### config.mk
export PLATFORM = sky130hd
export DESIGN_NAME = adcrc_ctrl
export DESIGN_NICKNAME = d
export VERILOG_FILES = /design/src/hw/adcrc_pkg.sv /design/src/hw/adcrc_dec_if.sv /design/src/hw/adcrc_ctrl.sv /design/src/hw/adcrc_dec_timer.sv
export SDC_FILE = /design/constraint.sdc
export NUM_CORES = 1
export LEC_CHECK = 0
export BUFFER_PORTS_ARGS = -buffer_cell sky130_fd_sc_hd__buf_2
export CORE_UTILIZATION = 30
export CTS_BUF_LIST = sky130_fd_sc_hd__clkbuf_16
export CTS_CLUSTER_DIAMETER = 100
export DETAILED_ROUTE_END_ITERATION = 8
export PLACE_DENSITY = 0.54
export SLEW_MARGIN = 20
export SYNTH_ARGS = -nofsm -noshare
export SYNTH_HDL_FRONTEND = slang
export SYNTH_SLANG_ARGS = --single-unit
export TNS_END_PERCENT = 10
### constraint.sdc
create_clock -name clk_in -period 8.63 [get_ports clk_in]
set_input_delay 1.726 -clock clk_in [delete_from_list [all_inputs] [get_ports clk_in]]
set_output_delay 1.726 -clock clk_in [all_outputs]
set_load 0.01 [all_outputs]
### src/hw/adcrc_pkg.sv
// Shared constants and types for the converter rate and current source control block
package adcrc_pkg;

	// ==========================================================
	// Register map
	localparam logic [7:0] ADCRC_CURRENT_SOURCE_ADDR = 8'hD5;
	localparam logic [7:0] ADCRC_DECIMATION_ADDR_DEF = 8'hD4;
	localparam logic [7:0] ADCRC_CURRENT_SOURCE_RESET = 8'h00;
	localparam logic [7:0] ADCRC_DECIMATION_RESET = 8'h45;
	localparam logic [7:0] ADCRC_DECIMATION_CAL = 8'hFF;
	localparam logic [7:0] ADCRC_DECIMATION_MIN = 8'h0D;
	localparam logic [7:0] ADCRC_CURRENT_SOURCE_MASK = 8'h7F;
	localparam logic [7:0] ADCRC_READ_ZERO = 8'h00;

	// ==========================================================
	// Current source register fields
	localparam int ADCRC_BIT_BURNOUT = 6;
	localparam int ADCRC_BIT_AUX_CORR = 5;
	localparam int ADCRC_BIT_PRI_CORR = 4;
	localparam int ADCRC_BIT_SRC2_ROUTE = 3;
	localparam int ADCRC_BIT_SRC1_ROUTE = 2;
	localparam int ADCRC_BIT_SRC2_ON = 1;
	localparam int ADCRC_BIT_SRC1_ON = 0;

	// ==========================================================
	// Timing
	localparam int ADCRC_SYS_CLK_HZ = 20_000_000;
	localparam int ADCRC_MOD_CLK_HZ = 32_768;
	localparam int ADCRC_CHOP_DIV = 3;
	localparam int ADCRC_SINC_DIV = 8;
	localparam int ADCRC_PHASE_W = 25;
	localparam logic [ADCRC_PHASE_W-1:0] ADCRC_PHASE_STEP = ADCRC_PHASE_W'(ADCRC_MOD_CLK_HZ);
	localparam logic [ADCRC_PHASE_W-1:0] ADCRC_PHASE_WRAP = ADCRC_PHASE_W'(ADCRC_SYS_CLK_HZ);
	localparam int ADCRC_COUNT_W = 13;
	localparam logic [ADCRC_COUNT_W-1:0] ADCRC_TICKS_PER_STEP =
		ADCRC_COUNT_W'(ADCRC_CHOP_DIV * ADCRC_SINC_DIV);
	localparam logic [1:0] ADCRC_SETTLE_PERIODS = 2'd2;

	// ==========================================================
	// Converter mode select codes; calibration occupies the upper half
	localparam logic [2:0] ADCRC_MODE_CAL_FIRST = 3'h4;

	// ==========================================================
	// Sequencer states, Gray along idle-settle-run-cal
	typedef enum logic [1:0] {
		ADCRC_IDLE = 2'h0,
		ADCRC_SETTLE = 2'h1,
		ADCRC_RUN = 2'h3,
		ADCRC_CAL = 2'h2
	} adcrc_state_t;

endpackage

### src/hw/adcrc_dec_if.sv
// Link between the control sequencer and the decimation period timer
interface adcrc_dec_if;
	logic run;
	logic [7:0] rate;
	logic mod_tick;
	logic period_done;

	modport ctrl (
		output run,
		output rate,
		output mod_tick,
		input period_done
	);

	modport timer (
		input run,
		input rate,
		input mod_tick,
		output period_done
	);
endinterface

### src/hw/adcrc_ctrl.sv
// Converter rate and current source control: register access, sequencing and source routing
//
// Summary of operation
// - Rate is modulator clock over 24 times value
// - Rate writes refused while any converter active
// - Rate register resets to 45 hex
// - First result follows two full conversion periods
// - Calibration always runs at maximum rate value
// - After calibration the programmed rate returns
// - Bit 6 switches both burnout currents
// - Bit 5 enables auxiliary current correction scaling
// - Bit 4 enables primary current correction scaling
// - Bit 3 routes source two between outputs
// - Bit 2 routes source one between outputs
// - Bit 1 turns source two on
// - Bit 0 turns source one on
// - Both sources may share one output
// - Current source register at D5, resets zero
// - Mode select starts calibration, rewrites coefficients
module adcrc_ctrl
	import adcrc_pkg::*;
#(
	parameter logic [7:0] DECIMATION_ADDR = adcrc_pkg::ADCRC_DECIMATION_ADDR_DEF,
	parameter int MOD_CLK_HZ = adcrc_pkg::ADCRC_MOD_CLK_HZ
) (
	// Clock and reset
	input wire logic clk_in,
	input wire logic arst_n_in,
	// Special function register port
	input wire logic [7:0] sfr_addr_in,
	input wire logic sfr_wr_in,
	input wire logic sfr_rd_in,
	input wire logic [7:0] sfr_wdata_in,
	output logic [7:0] sfr_rdata_out,
	output logic write_refused_out,
	// Converter mode
	input wire logic primary_active_in,
	input wire logic aux_active_in,
	input wire logic [2:0] converter_mode_select_in,
	// Conversion timing
	output logic [7:0] effective_rate_out,
	output logic mod_tick_out,
	output logic result_ready_out,
	output logic cal_busy_out,
	output logic coef_update_out,
	// Current sources
	output logic burnout_enable_out,
	output logic aux_current_correction_out,
	output logic primary_current_correction_out,
	output logic exc1_source_one_out,
	output logic exc1_source_two_out,
	output logic exc2_source_one_out,
	output logic exc2_source_two_out
);

	// ==========================================================
	// State
	typedef struct packed {
		adcrc_state_t state;
		logic [7:0] decimation_rate;
		logic [7:0] current_source_ctrl;
		logic [7:0] rdata;
		logic refused;
		logic [ADCRC_PHASE_W-1:0] phase;
		logic mod_tick;
		logic [1:0] periods;
		logic restart;
		logic result;
		logic coef_upd;
	} adcrc_ctrl_st_t;

	adcrc_ctrl_st_t st_reg;
	adcrc_ctrl_st_t st_next;

	adcrc_dec_if dec ();

	logic any_active;
	logic cal_request;
	logic [7:0] rate_now;
	logic [ADCRC_PHASE_W-1:0] phase_sum;

	// Modulator rate must stay below the system clock for the accumulator
	localparam logic [ADCRC_PHASE_W-1:0] PHASE_STEP = ADCRC_PHASE_W'(MOD_CLK_HZ);

	// ==========================================================
	// Decodes
	assign any_active = primary_active_in | aux_active_in;
	assign cal_request = any_active && (converter_mode_select_in >= ADCRC_MODE_CAL_FIRST);
	// Calibration forces the slowest filter; user value is kept aside
	assign rate_now = (st_reg.state == ADCRC_CAL) ? ADCRC_DECIMATION_CAL : st_reg.decimation_rate;
	assign phase_sum = st_reg.phase + PHASE_STEP;

	// ==========================================================
	// Next state
	always_comb begin
		st_next = st_reg;
		st_next.refused = 1'b0;
		st_next.result = 1'b0;
		st_next.coef_upd = 1'b0;
		st_next.restart = 1'b0;
		st_next.mod_tick = 1'b0;

		// Modulator tick from a fractional accumulator, jitter one system clock
		if (phase_sum >= ADCRC_PHASE_WRAP) begin
			st_next.phase = phase_sum - ADCRC_PHASE_WRAP;
			st_next.mod_tick = 1'b1;
		end else begin
			st_next.phase = phase_sum;
		end

		// Register writes
		if (sfr_wr_in) begin
			if (sfr_addr_in == ADCRC_CURRENT_SOURCE_ADDR) begin
				st_next.current_source_ctrl = sfr_wdata_in & ADCRC_CURRENT_SOURCE_MASK;
			end
			if (sfr_addr_in == DECIMATION_ADDR) begin
				// Out-of-range codes are stored as written; range is software's duty
				if (any_active || st_reg.state != ADCRC_IDLE) begin
					st_next.refused = 1'b1;
				end else begin
					st_next.decimation_rate = sfr_wdata_in;
				end
			end
		end

		// Register reads, registered data
		if (sfr_rd_in) begin
			if (sfr_addr_in == ADCRC_CURRENT_SOURCE_ADDR) begin
				st_next.rdata = st_reg.current_source_ctrl;
			end else if (sfr_addr_in == DECIMATION_ADDR) begin
				st_next.rdata = rate_now;
			end else begin
				st_next.rdata = ADCRC_READ_ZERO;
			end
		end

		// Conversion sequencer
		unique case (st_reg.state)
			ADCRC_IDLE: begin
				st_next.periods = 2'd0;
				if (cal_request) begin
					st_next.state = ADCRC_CAL;
					st_next.restart = 1'b1;
				end else if (any_active) begin
					st_next.state = ADCRC_SETTLE;
					st_next.restart = 1'b1;
				end
			end
			ADCRC_SETTLE: begin
				if (!any_active) begin
					st_next.state = ADCRC_IDLE;
				end else if (cal_request) begin
					st_next.state = ADCRC_CAL;
					st_next.periods = 2'd0;
					st_next.restart = 1'b1;
				end else if (dec.period_done) begin
					// Chopped inputs need two whole periods for the first word
					if (st_reg.periods + 2'd1 >= ADCRC_SETTLE_PERIODS) begin
						st_next.state = ADCRC_RUN;
						st_next.result = 1'b1;
						st_next.periods = 2'd0;
					end else begin
						st_next.periods = st_reg.periods + 2'd1;
					end
				end
			end
			ADCRC_RUN: begin
				if (!any_active) begin
					st_next.state = ADCRC_IDLE;
				end else if (cal_request) begin
					st_next.state = ADCRC_CAL;
					st_next.periods = 2'd0;
					st_next.restart = 1'b1;
				end else if (dec.period_done) begin
					st_next.result = 1'b1;
				end
			end
			ADCRC_CAL: begin
				if (!any_active) begin
					// Aborted calibration leaves the coefficients alone
					st_next.state = ADCRC_IDLE;
				end else if (dec.period_done) begin
					if (st_reg.periods + 2'd1 >= ADCRC_SETTLE_PERIODS) begin
						st_next.state = ADCRC_IDLE;
						st_next.coef_upd = 1'b1;
						st_next.periods = 2'd0;
					end else begin
						st_next.periods = st_reg.periods + 2'd1;
					end
				end
			end
		endcase
	end

	// ==========================================================
	// Registers
	always_ff @(posedge clk_in or negedge arst_n_in) begin
		if (!arst_n_in) begin
			st_reg.state <= ADCRC_IDLE;
			st_reg.decimation_rate <= ADCRC_DECIMATION_RESET;
			st_reg.current_source_ctrl <= ADCRC_CURRENT_SOURCE_RESET;
			st_reg.rdata <= ADCRC_READ_ZERO;
			st_reg.refused <= 1'b0;
			st_reg.phase <= '0;
			st_reg.mod_tick <= 1'b0;
			st_reg.periods <= 2'd0;
			st_reg.restart <= 1'b0;
			st_reg.result <= 1'b0;
			st_reg.coef_upd <= 1'b0;
		end else begin
			st_reg <= st_next;
		end
	end

	// ==========================================================
	// Decimation timer; restart drops run for one cycle to clear the count
	assign dec.run = (st_reg.state != ADCRC_IDLE) && !st_reg.restart;
	assign dec.rate = rate_now;
	assign dec.mod_tick = st_reg.mod_tick;

	adcrc_dec_timer u_timer (
		.clk_in(clk_in),
		.arst_n_in(arst_n_in),
		.dec(dec)
	);

	// ==========================================================
	// Outputs
	assign sfr_rdata_out = st_reg.rdata;
	assign write_refused_out = st_reg.refused;
	assign effective_rate_out = rate_now;
	assign mod_tick_out = st_reg.mod_tick;
	assign result_ready_out = st_reg.result;
	assign cal_busy_out = (st_reg.state == ADCRC_CAL);
	assign coef_update_out = st_reg.coef_upd;

	assign burnout_enable_out = st_reg.current_source_ctrl[ADCRC_BIT_BURNOUT];
	assign aux_current_correction_out = st_reg.current_source_ctrl[ADCRC_BIT_AUX_CORR];
	assign primary_current_correction_out = st_reg.current_source_ctrl[ADCRC_BIT_PRI_CORR];

	// Routing decoded per source, so both may land on one output
	assign exc1_source_two_out = st_reg.current_source_ctrl[ADCRC_BIT_SRC2_ON] &
		st_reg.current_source_ctrl[ADCRC_BIT_SRC2_ROUTE];
	assign exc2_source_two_out = st_reg.current_source_ctrl[ADCRC_BIT_SRC2_ON] &
		~st_reg.current_source_ctrl[ADCRC_BIT_SRC2_ROUTE];
	assign exc2_source_one_out = st_reg.current_source_ctrl[ADCRC_BIT_SRC1_ON] &
		st_reg.current_source_ctrl[ADCRC_BIT_SRC1_ROUTE];
	assign exc1_source_one_out = st_reg.current_source_ctrl[ADCRC_BIT_SRC1_ON] &
		~st_reg.current_source_ctrl[ADCRC_BIT_SRC1_ROUTE];

endmodule

### src/hw/adcrc_dec_timer.sv
// Decimation period timer counting modulator ticks per output word
module adcrc_dec_timer
	import adcrc_pkg::*;
(
	// Clock and reset
	input wire logic clk_in,
	input wire logic arst_n_in,
	// Sequencer link
	adcrc_dec_if.timer dec
);

	// ==========================================================
	// State
	typedef struct packed {
		logic [ADCRC_COUNT_W-1:0] count;
		logic done;
	} adcrc_timer_st_t;

	adcrc_timer_st_t st_reg;
	adcrc_timer_st_t st_next;
	logic [ADCRC_COUNT_W-1:0] limit;

	// Three chop phases of eight modulator ticks per step
	assign limit = ADCRC_COUNT_W'(dec.rate) * ADCRC_TICKS_PER_STEP;

	always_comb begin
		st_next = st_reg;
		st_next.done = 1'b0;
		if (!dec.run) begin
			st_next.count = '0;
		end else if (dec.mod_tick) begin
			if (st_reg.count >= limit - ADCRC_COUNT_W'(1)) begin
				st_next.count = '0;
				st_next.done = 1'b1;
			end else begin
				st_next.count = st_reg.count + ADCRC_COUNT_W'(1);
			end
		end
	end

	always_ff @(posedge clk_in or negedge arst_n_in) begin
		if (!arst_n_in) begin
			st_reg <= '0;
		end else begin
			st_reg <= st_next;
		end
	end

	assign dec.period_done = st_reg.done;

endmodule

==> metrics list, run 1 <==
- Post-synth net total: 505
* Setup TNS after final layout: 0 ps
- The number of antenna violations at the first check in global routing was 0.
- For this run, design rule violations remaining after detail routing come to 0.
- Once the clock tree was built, the resizer swapped 0 gates to a different size.
- Rows: 43
- Number of pins with negative max-slew slack in the final report: 0
- Sequential cell area: 1580 um^2
- Max rail drop VDD: 0.0883 mV
- CP Capture Type: register
- Classification of the worst-slack hold path: register to register
* Top cell type's share of synthesized area: 34.6%
* End of the worst register-to-register path: u_timer.st_reg[4]
* Register bit count reported by yosys: 63
- Of all nets on the critical path, the largest fanout is 20.
- Setup repair after global routing missed its margin: false
- H-tree depth reported by CTS: 3
- DRT Pass-1 Iters: 4
- Initial standard-cell utilization of the core: a little over 30%
- Synthesis instantiated 82 different standard cells from the library.
* Final Routed Wirelength: 9.03 mm
* Total setup violations reported at the end of the flow: 0
- Routability-driven placement finished with a final weighted congestion of 0.833.
- Data arrives at the worst endpoint at around 5600 ps.
- Async set or reset register ratio after synthesis: 100%
* I/O pin total: between 50 and 60
* Area of placed instances: 4620 um^2
* Area added between synthesis and finish: 13.5%
- Synthesis handed over a netlist of 459 instances.
* Antenna diode instance count: 0
- Top area cells in the synthesized netlist: sky130_fd_sc_hd__dfrtp_1, sky130_fd_sc_hd__ha_1, sky130_fd_sc_hd__mux2_2
- The first global-routing pass estimated 15.4 mm of wire.
- Of the synthesized area, sequential elements account for 36.4%.
* Final design instance area without fill: between 4000 and 5000 um^2
* Most frequent cells in the layout: sky130_fd_sc_hd__dfrtp_1, sky130_fd_sc_hd__buf_2, sky130_fd_sc_hd__nand2_1, sky130_fd_sc_hd__nor2_1, sky130_fd_sc_hd__a21oi_1
- The clock passes through at most 2 buffers.
- Max-Slew Margin vs Limit: 41.1%
- For this run, the leading register cell type out of synthesis is sky130_fd_sc_hd__dfrtp_1.
- Iteration-0 DRC Markers: roughly 120
- The count of buffers added on input and output ports is 50.
- Fin. Hold Viols: 0
* Fin crit period: ~5300 ps
* Required time of the critical path: 8890 ps
- Worst setup SP type: register
- Depth of the worst hold-timing path: 2
- Cell at the root of the clock tree: sky130_fd_sc_hd__clkbuf_16
* Final HPWL DP: 6.63 mm
- Measured along the y axis, the die boundary spans 122 um.
* Crit share post-route: 61.6%
* Maximum number of pins on one net before global-route repair: 64
- Clock sink count: 63
- Largest register FFs: 34
- Total number of nets in the final design: 539
* Synthesized area divided by synthesized cell count: 9.46 um^2
- Post-CTS Setup Inserts: 0
- During synthesis, Yosys emitted a total of 0 warnings.
- Latest clock arrival within the worst-skew pair: between 300 and 400 ps
* Total power density per cell area: between 150 and 200 nW/um^2
- The floorplan step defined a die boundary enclosing about 15000 um^2.
- CTS clock-pin slew for the worst setup and hold paths: 50 ps
- At the pin with the least slew margin, the transition time is 882 ps.
* Worst hold start: st_reg[4]
- Standard cell core area: about 14000 um^2
- The die is 122 um wide.
- For the worst flop-to-flop path, the logic depth is 20.
* WL/cell: 13.3 um
* Total overflow reported by the global router: 0
* # fillers: ~1500
* Cell area after synthesis: 4340 um^2
- For this design, the CTS-stage hold fixing added 0 buffers.
- Worst setup slack for register-to-register paths: 3320 ps
* Number of global-route vias before repair: 3269
- In the final layout, the multi-input gates occupy 2460 um^2.
- Post-DRT Antenna Nets: 0
- For hold timing, the worst endpoint is st_reg[4].
* Synth area leader: sky130_fd_sc_hd__dfrtp_1
- Across the run, the number of max-cap violations was 0.
- By startpoint and endpoint, the worst setup path is classified as register to register.
* Via count: 3404
- Global routing consumed, over all layers together, 12.7% of the routing resources.
- Number of enable-type register cells in the synthesized netlist: 0
- CTS tree: built
- Startpoint of the worst register-to-register path: st_reg[56]
- Leaving out fill and tap cells, the most frequent cell in the layout is sky130_fd_sc_hd__dfrtp_1.
* Leakage component of the power: 2.36 nW
- For this run, the top clock speed supported by timing is 188 MHz.
- Average via count per standard cell: 5.02
* Status: completed
* Share of post-route cells with drive strength above 1: 23.3%
- Clock skew on the completed layout was measured at 3.17 ps.
- TritonCTS buffer count: 9
-- worst max-delay path by stage --
stage | cells after the start | slack, ps | from | end
after floorplan | 23 | 4310 | st_reg[56] | u_timer.st_reg[10]
after detailed placement | 20 | 3310 | st_reg[56] | u_timer.st_reg[4]
after global placement | 20 | 3390 | st_reg[56] | u_timer.st_reg[8]
after CTS | 20 | 3300 | st_reg[56] | u_timer.st_reg[4]
after global routing | 20 | 2910 | st_reg[56] | u_timer.st_reg[8]
final | 20 | 3320 | st_reg[56] | u_timer.st_reg[4]
-- routing by layer --
layer	share of wire, %	track usage [%]	vias up
met4	1.2	3.81	0
met3	4.3	2.83	11
met5	0	0	-
li1	-	-	1697
met2	48	21.2	61
met1	46	16.4	1635
-- final cells by class --
cell class	instances	share of cell area (%)
clock inverter	7	1.63
tap	180	4.57
multi-input combinational	343	49.9
sequential	63	32.1
clock buffer	9	4.57
timing repair buffer	51	5.23
inverter	25	2.01
-- power by group --
part           switching (W)  internal [W]
clock               0.000126      0.000248
sequential        0.00000463      0.000300
combinational      0.0000850     0.0000636
-- synth_stat cells, types with 2 or more instances --
| master | n |
|---|---|
| sky130_fd_sc_hd__nand4_1 | 3 |
| sky130_fd_sc_hd__or2b_1 | 3 |
| sky130_fd_sc_hd__buf_6 | 5 |
| sky130_fd_sc_hd__a211oi_2 | 2 |
| sky130_fd_sc_hd__buf_2 | 2 |
| sky130_fd_sc_hd__dfstp_2 | 3 |
| sky130_fd_sc_hd__mux2_2 | 16 |
| sky130_fd_sc_hd__o21ai_0 | 17 |
| sky130_fd_sc_hd__o22ai_1 | 8 |
| sky130_fd_sc_hd__o21a_1 | 2 |
| sky130_fd_sc_hd__o31ai_1 | 2 |
| sky130_fd_sc_hd__mux2i_1 | 6 |
| sky130_fd_sc_hd__a31oi_1 | 7 |
| sky130_fd_sc_hd__clkbuf_1 | 9 |
| sky130_fd_sc_hd__a211oi_1 | 4 |
| sky130_fd_sc_hd__nand2_4 | 2 |
| sky130_fd_sc_hd__nand2_1 | 40 |
| sky130_fd_sc_hd__o21ba_2 | 2 |
| sky130_fd_sc_hd__and2_4 | 2 |
| sky130_fd_sc_hd__or2_2 | 4 |
| sky130_fd_sc_hd__inv_1 | 23 |
| sky130_fd_sc_hd__nor2_1 | 30 |
| sky130_fd_sc_hd__a22o_1 | 9 |
| sky130_fd_sc_hd__ha_1 | 21 |
| sky130_fd_sc_hd__and2_1 | 3 |
| sky130_fd_sc_hd__dfrtp_1 | 60 |
| sky130_fd_sc_hd__nor3_1 | 13 |
| sky130_fd_sc_hd__and3b_1 | 3 |
| sky130_fd_sc_hd__nor2b_1 | 8 |
| sky130_fd_sc_hd__a21oi_1 | 27 |
| sky130_fd_sc_hd__xnor2_1 | 19 |
| sky130_fd_sc_hd__and3_1 | 6 |
| sky130_fd_sc_hd__xor2_1 | 11 |
| sky130_fd_sc_hd__inv_4 | 2 |
| sky130_fd_sc_hd__a21o_1 | 9 |
| sky130_fd_sc_hd__nand2b_1 | 6 |
| sky130_fd_sc_hd__nand4b_1 | 2 |
| sky130_fd_sc_hd__buf_4 | 11 |
| sky130_fd_sc_hd__a311oi_1 | 2 |
| sky130_fd_sc_hd__nand3_1 | 13 |
-- cells by family after synthesis --
logic type	synth area share, %
simple gates	20.1
compound gates	18.3
flops	36.4
buf+inv	6.95
xor+xnor	6.05
mux	6.14
fa+ha+maj	6.05
-- critical path, stage by stage (launching register included) --
cell and delay [ps]:
sky130_fd_sc_hd__dfrtp_1 450, sky130_fd_sc_hd__nand2b_1 640, sky130_fd_sc_hd__inv_4 190, sky130_fd_sc_hd__nor2_1 240
sky130_fd_sc_hd__nor2_1 80, sky130_fd_sc_hd__ha_1 270, sky130_fd_sc_hd__nor2b_1 170, sky130_fd_sc_hd__nor3_1 180
sky130_fd_sc_hd__o21ai_1 120, sky130_fd_sc_hd__or3_4 470, sky130_fd_sc_hd__or2_4 290, sky130_fd_sc_hd__nor3_2 230
sky130_fd_sc_hd__xnor2_1 140, sky130_fd_sc_hd__ha_1 260, sky130_fd_sc_hd__a21o_1 180, sky130_fd_sc_hd__a211o_1 320
sky130_fd_sc_hd__nor3_1 140, sky130_fd_sc_hd__a31oi_1 80, sky130_fd_sc_hd__nand2_1 490, sky130_fd_sc_hd__a21o_1 190
sky130_fd_sc_hd__a22o_1 120
-- per-stage QoR --
| step | util, % | cells | power (W) | hold WS (ps) | setup WS [ps] |
|---|---|---|---|---|---|
| detailed placement | 33.0 | 662 | 0.000460 | 504 | 3310 |
| global route | 35.2 | 678 | 0.000868 | 544 | 2910 |
| floorplan | - | 459 | 0.000421 | 469 | 4310 |
| finish | 35.2 | 678 | 0.000827 | 516 | 3320 |
| global placement | 33.0 | 662 | 0.000457 | 498 | 3390 |
| CTS | 35.2 | 678 | 0.000840 | 511 | 3300 |
Note: power is estimated with default switching activity, not from simulation.
==> inputs of run 2 (changes only) <==
PLACE_DENSITY = 0.55   (was 0.54)
clock period = 4.3 ns   (was 8.63 ns; I/O delays follow)
==> run 2 against run 1 <==
Against the previous run: first-iteration DRC count rose by 31%; critical endpoint is now u_timer.st_reg[12]; combinational power rose by 140%; clock power rose by 110%; largest power group unchanged; via count rose by 2.2%; largest cell class unchanged; wire length rose by 6.8%; register-to-register slack got worse by 3100 ps; sequential share of layout area fell by 1.2 points; critical path depth did not move; total power rose by 110%; die area did not move; clock-buffer cell count did not move.
==> metrics list, run 2 (synthesis gave the netlist of run 1 again) <==
- Number of buffers on the longest clock path: 2
- Counting instances, the worst hold path has a depth of 1.
- From synthesis to final layout, the design area changed by 17.8%.
* Die W: about 120 um
- Largest register FFs: 34
- Crit share post-route: 94.2%
* Most common library cell in the layout ignoring fill and taps: sky130_fd_sc_hd__dfrtp_1
- After global routing the overflow that remains totals 0.
- Rows: 43
* Startpoint of the worst register-to-register path: st_reg[57]
- Setup crit end: u_timer.st_reg[12]
- The run finished with clean final reports.
- Via count: approximately 3500
- Final HPWL DP: 7.09 mm
- Maxcap violations: 0
- Cell at the root of the clock tree: sky130_fd_sc_hd__clkbuf_16
- First-pass GRT wire length: ~16 mm
* Number of global-route vias before repair: 3327
* Latest clock arrival within the worst-skew pair: ~330 ps
- Standard cell core area: 14000 um^2
- Post-route DRC violation count: 0
* Total setup violations reported at the end of the flow: 0
- Measured against its own limit, the worst slew margin works out to 37.4%.
* CTS tree: built
* Worst setup SP type: register
- Most frequent cells in the layout: sky130_fd_sc_hd__dfrtp_1, sky130_fd_sc_hd__buf_2, sky130_fd_sc_hd__nand2_1, sky130_fd_sc_hd__nor2_1, sky130_fd_sc_hd__a21oi_1
* GPL Wtd Cong: 0.800
- Cells with a size suffix above 1 make up 27.5% of the layout.
- Input and output buffers added on the ports amount to 50.
* Fin. Hold Viols: 0
- Maximum clock frequency: 247 MHz
* Crit. Startpoint: st_reg[57]
- Setup slack on the critical path of the routed design comes to 247 ps.
* Max rail drop VDD: 0.217 mV
* Clock tree skew after final layout: between 6 and 7 ps
- Critical path class: register to register
- The H-tree generated during clock tree synthesis spans 3 levels.
* Largest fanout on the critical path: 20
* DRT Pass-1 Iters: 4
- Leakage component of the power: 2.45 nW
- The worst hold path belongs to the class register to register.
- Total power draw: 0.00174 W
- In this run the remaining antenna-violating nets after routing total 0.
* End of the worst register-to-register path: u_timer.st_reg[12]
- Average via count per standard cell: 5.03
- 0 antenna diodes ended up in the layout.
* Iteration-0 DRC Markers: 153
- Entering global routing, the biggest net connects 41 pins.
- The worst register-to-register path has a depth of 20.
- Final Routed Wirelength: 9.65 mm
- The worst register-to-register path has a setup slack of 250 ps.
- Critical Path AT: 4320 ps
* Required time of the critical path: 4570 ps
- For this run, the total global-route usage over all layers was measured as between 10% and 20%.
- Timing analysis after detailed placement gives a worst setup slack of 83.3 ps.
- After the last flow step, the layout net total stands at 553.
- Dividing the detail-routed wire length by the instance count gives between 10 and 15 um.
* TritonCTS buffer count: 9
- Die boundary height: 122 um
- Buffers inserted to repair hold after CTS numbered 0.
* Clock sink count: 63
* Total power density per cell area: roughly 340 nW/um^2
- Antenna violations before repair: 0
- Clock-pin slew was measured on the worst setup and hold paths at about 60 ps.
- For this design the top-level I/O count stands at 53.
* Die Outline Area: ~15000 um^2
* Worst-margin pin slew: 940 ps
- Fin crit period: 4050 ps
- The worst setup path is captured at a register.
- Number of pins with negative max-slew slack in the final report: 0
* Initial standard-cell utilization of the core: 31.0%
- For this run, the share of the core covered by cells in the final layout is 36.6%.
[run 2: cell count changes in the layout (fill, tap and decap cells not counted), sizes merged]
cell      delta
buf         +14
clkinvlp     +2
clkinv       -1
inv          -1
[run 2: worst max-delay path: stages, from the launching register on]
cell,delay (ps)
sky130_fd_sc_hd__dfrtp_1,400
sky130_fd_sc_hd__nand2b_4,100
sky130_fd_sc_hd__inv_4,50
sky130_fd_sc_hd__buf_4,160
sky130_fd_sc_hd__nor2_2,140
sky130_fd_sc_hd__inv_1,130
sky130_fd_sc_hd__ha_1,300
sky130_fd_sc_hd__a21boi_0,140
sky130_fd_sc_hd__a311oi_2,350
sky130_fd_sc_hd__xnor2_2,160
sky130_fd_sc_hd__nor4_4,310
sky130_fd_sc_hd__mux2i_1,270
sky130_fd_sc_hd__a2bb2oi_2,70
sky130_fd_sc_hd__ha_1,300
sky130_fd_sc_hd__a211o_1,350
sky130_fd_sc_hd__nor2_1,130
sky130_fd_sc_hd__o211ai_1,110
sky130_fd_sc_hd__nand2_1,130
sky130_fd_sc_hd__buf_12,160
sky130_fd_sc_hd__a21o_1,120
sky130_fd_sc_hd__a22o_1,120
[run 2: area by class of cell]
class | count | area (um^2)
clock inverter | 7 | 88.8
tap | 180 | 225
sequential | 63 | 1580
inverter | 25 | 98.8
timing repair buffer | 65 | 379
fill | 1445 | 8870
clock buffer | 9 | 225
multi-input combinational | 343 | 2520
[run 2: power breakdown]
part | leakage (nW) | switching [W] | total (W) | internal, W
Sequential | 0.848 | 0.00000597 | 0.000608 | 0.000602
Clock | 0.153 | 0.000272 | 0.000775 | 0.000503
Combinational | 1.45 | 0.000195 | 0.000357 | 0.000162
[run 2: worst min-delay path by stage]
stage                           from          to
after global placement    st_reg[18]  st_reg[18]
after floorplan           st_reg[17]  st_reg[17]
after detailed placement  st_reg[18]  st_reg[18]
after global routing      st_reg[17]  st_reg[17]
after CTS                 st_reg[18]  st_reg[18]
final                     st_reg[18]  st_reg[18]
[run 2: metal layers]
metal / share of wire (%) / vias to the layer above / global-route usage [%]
li1: - / 1724 / -
met1: 46 / 1698 / 17.0
met2: 49 / 47 / 22.3
met3: 3.0 / 11 / 3.53
met4: 1.5 / 0 / 4.65
met5: 0 / - / 0
[run 2: through the flow]
stage	cells	hold WS [ps]	area (um^2)	TNS, ps
2_1_floorplan	459	469	4340	0
3_3_place_gp	675	498	4730	0
3_5_place_dp	675	498	4730	0
4_1_cts	691	513	5050	0
5_1_grt	692	527	5110	-43.2
6_report	692	509	5110	0
[run 2: what timing repair did]
item | CTS | global route
buffers inserted | 0 | 1
gates resized for setup | 0 | 10
endpoints found under the hold margin | 0 | 0
endpoints found under the setup margin | 0 | 13
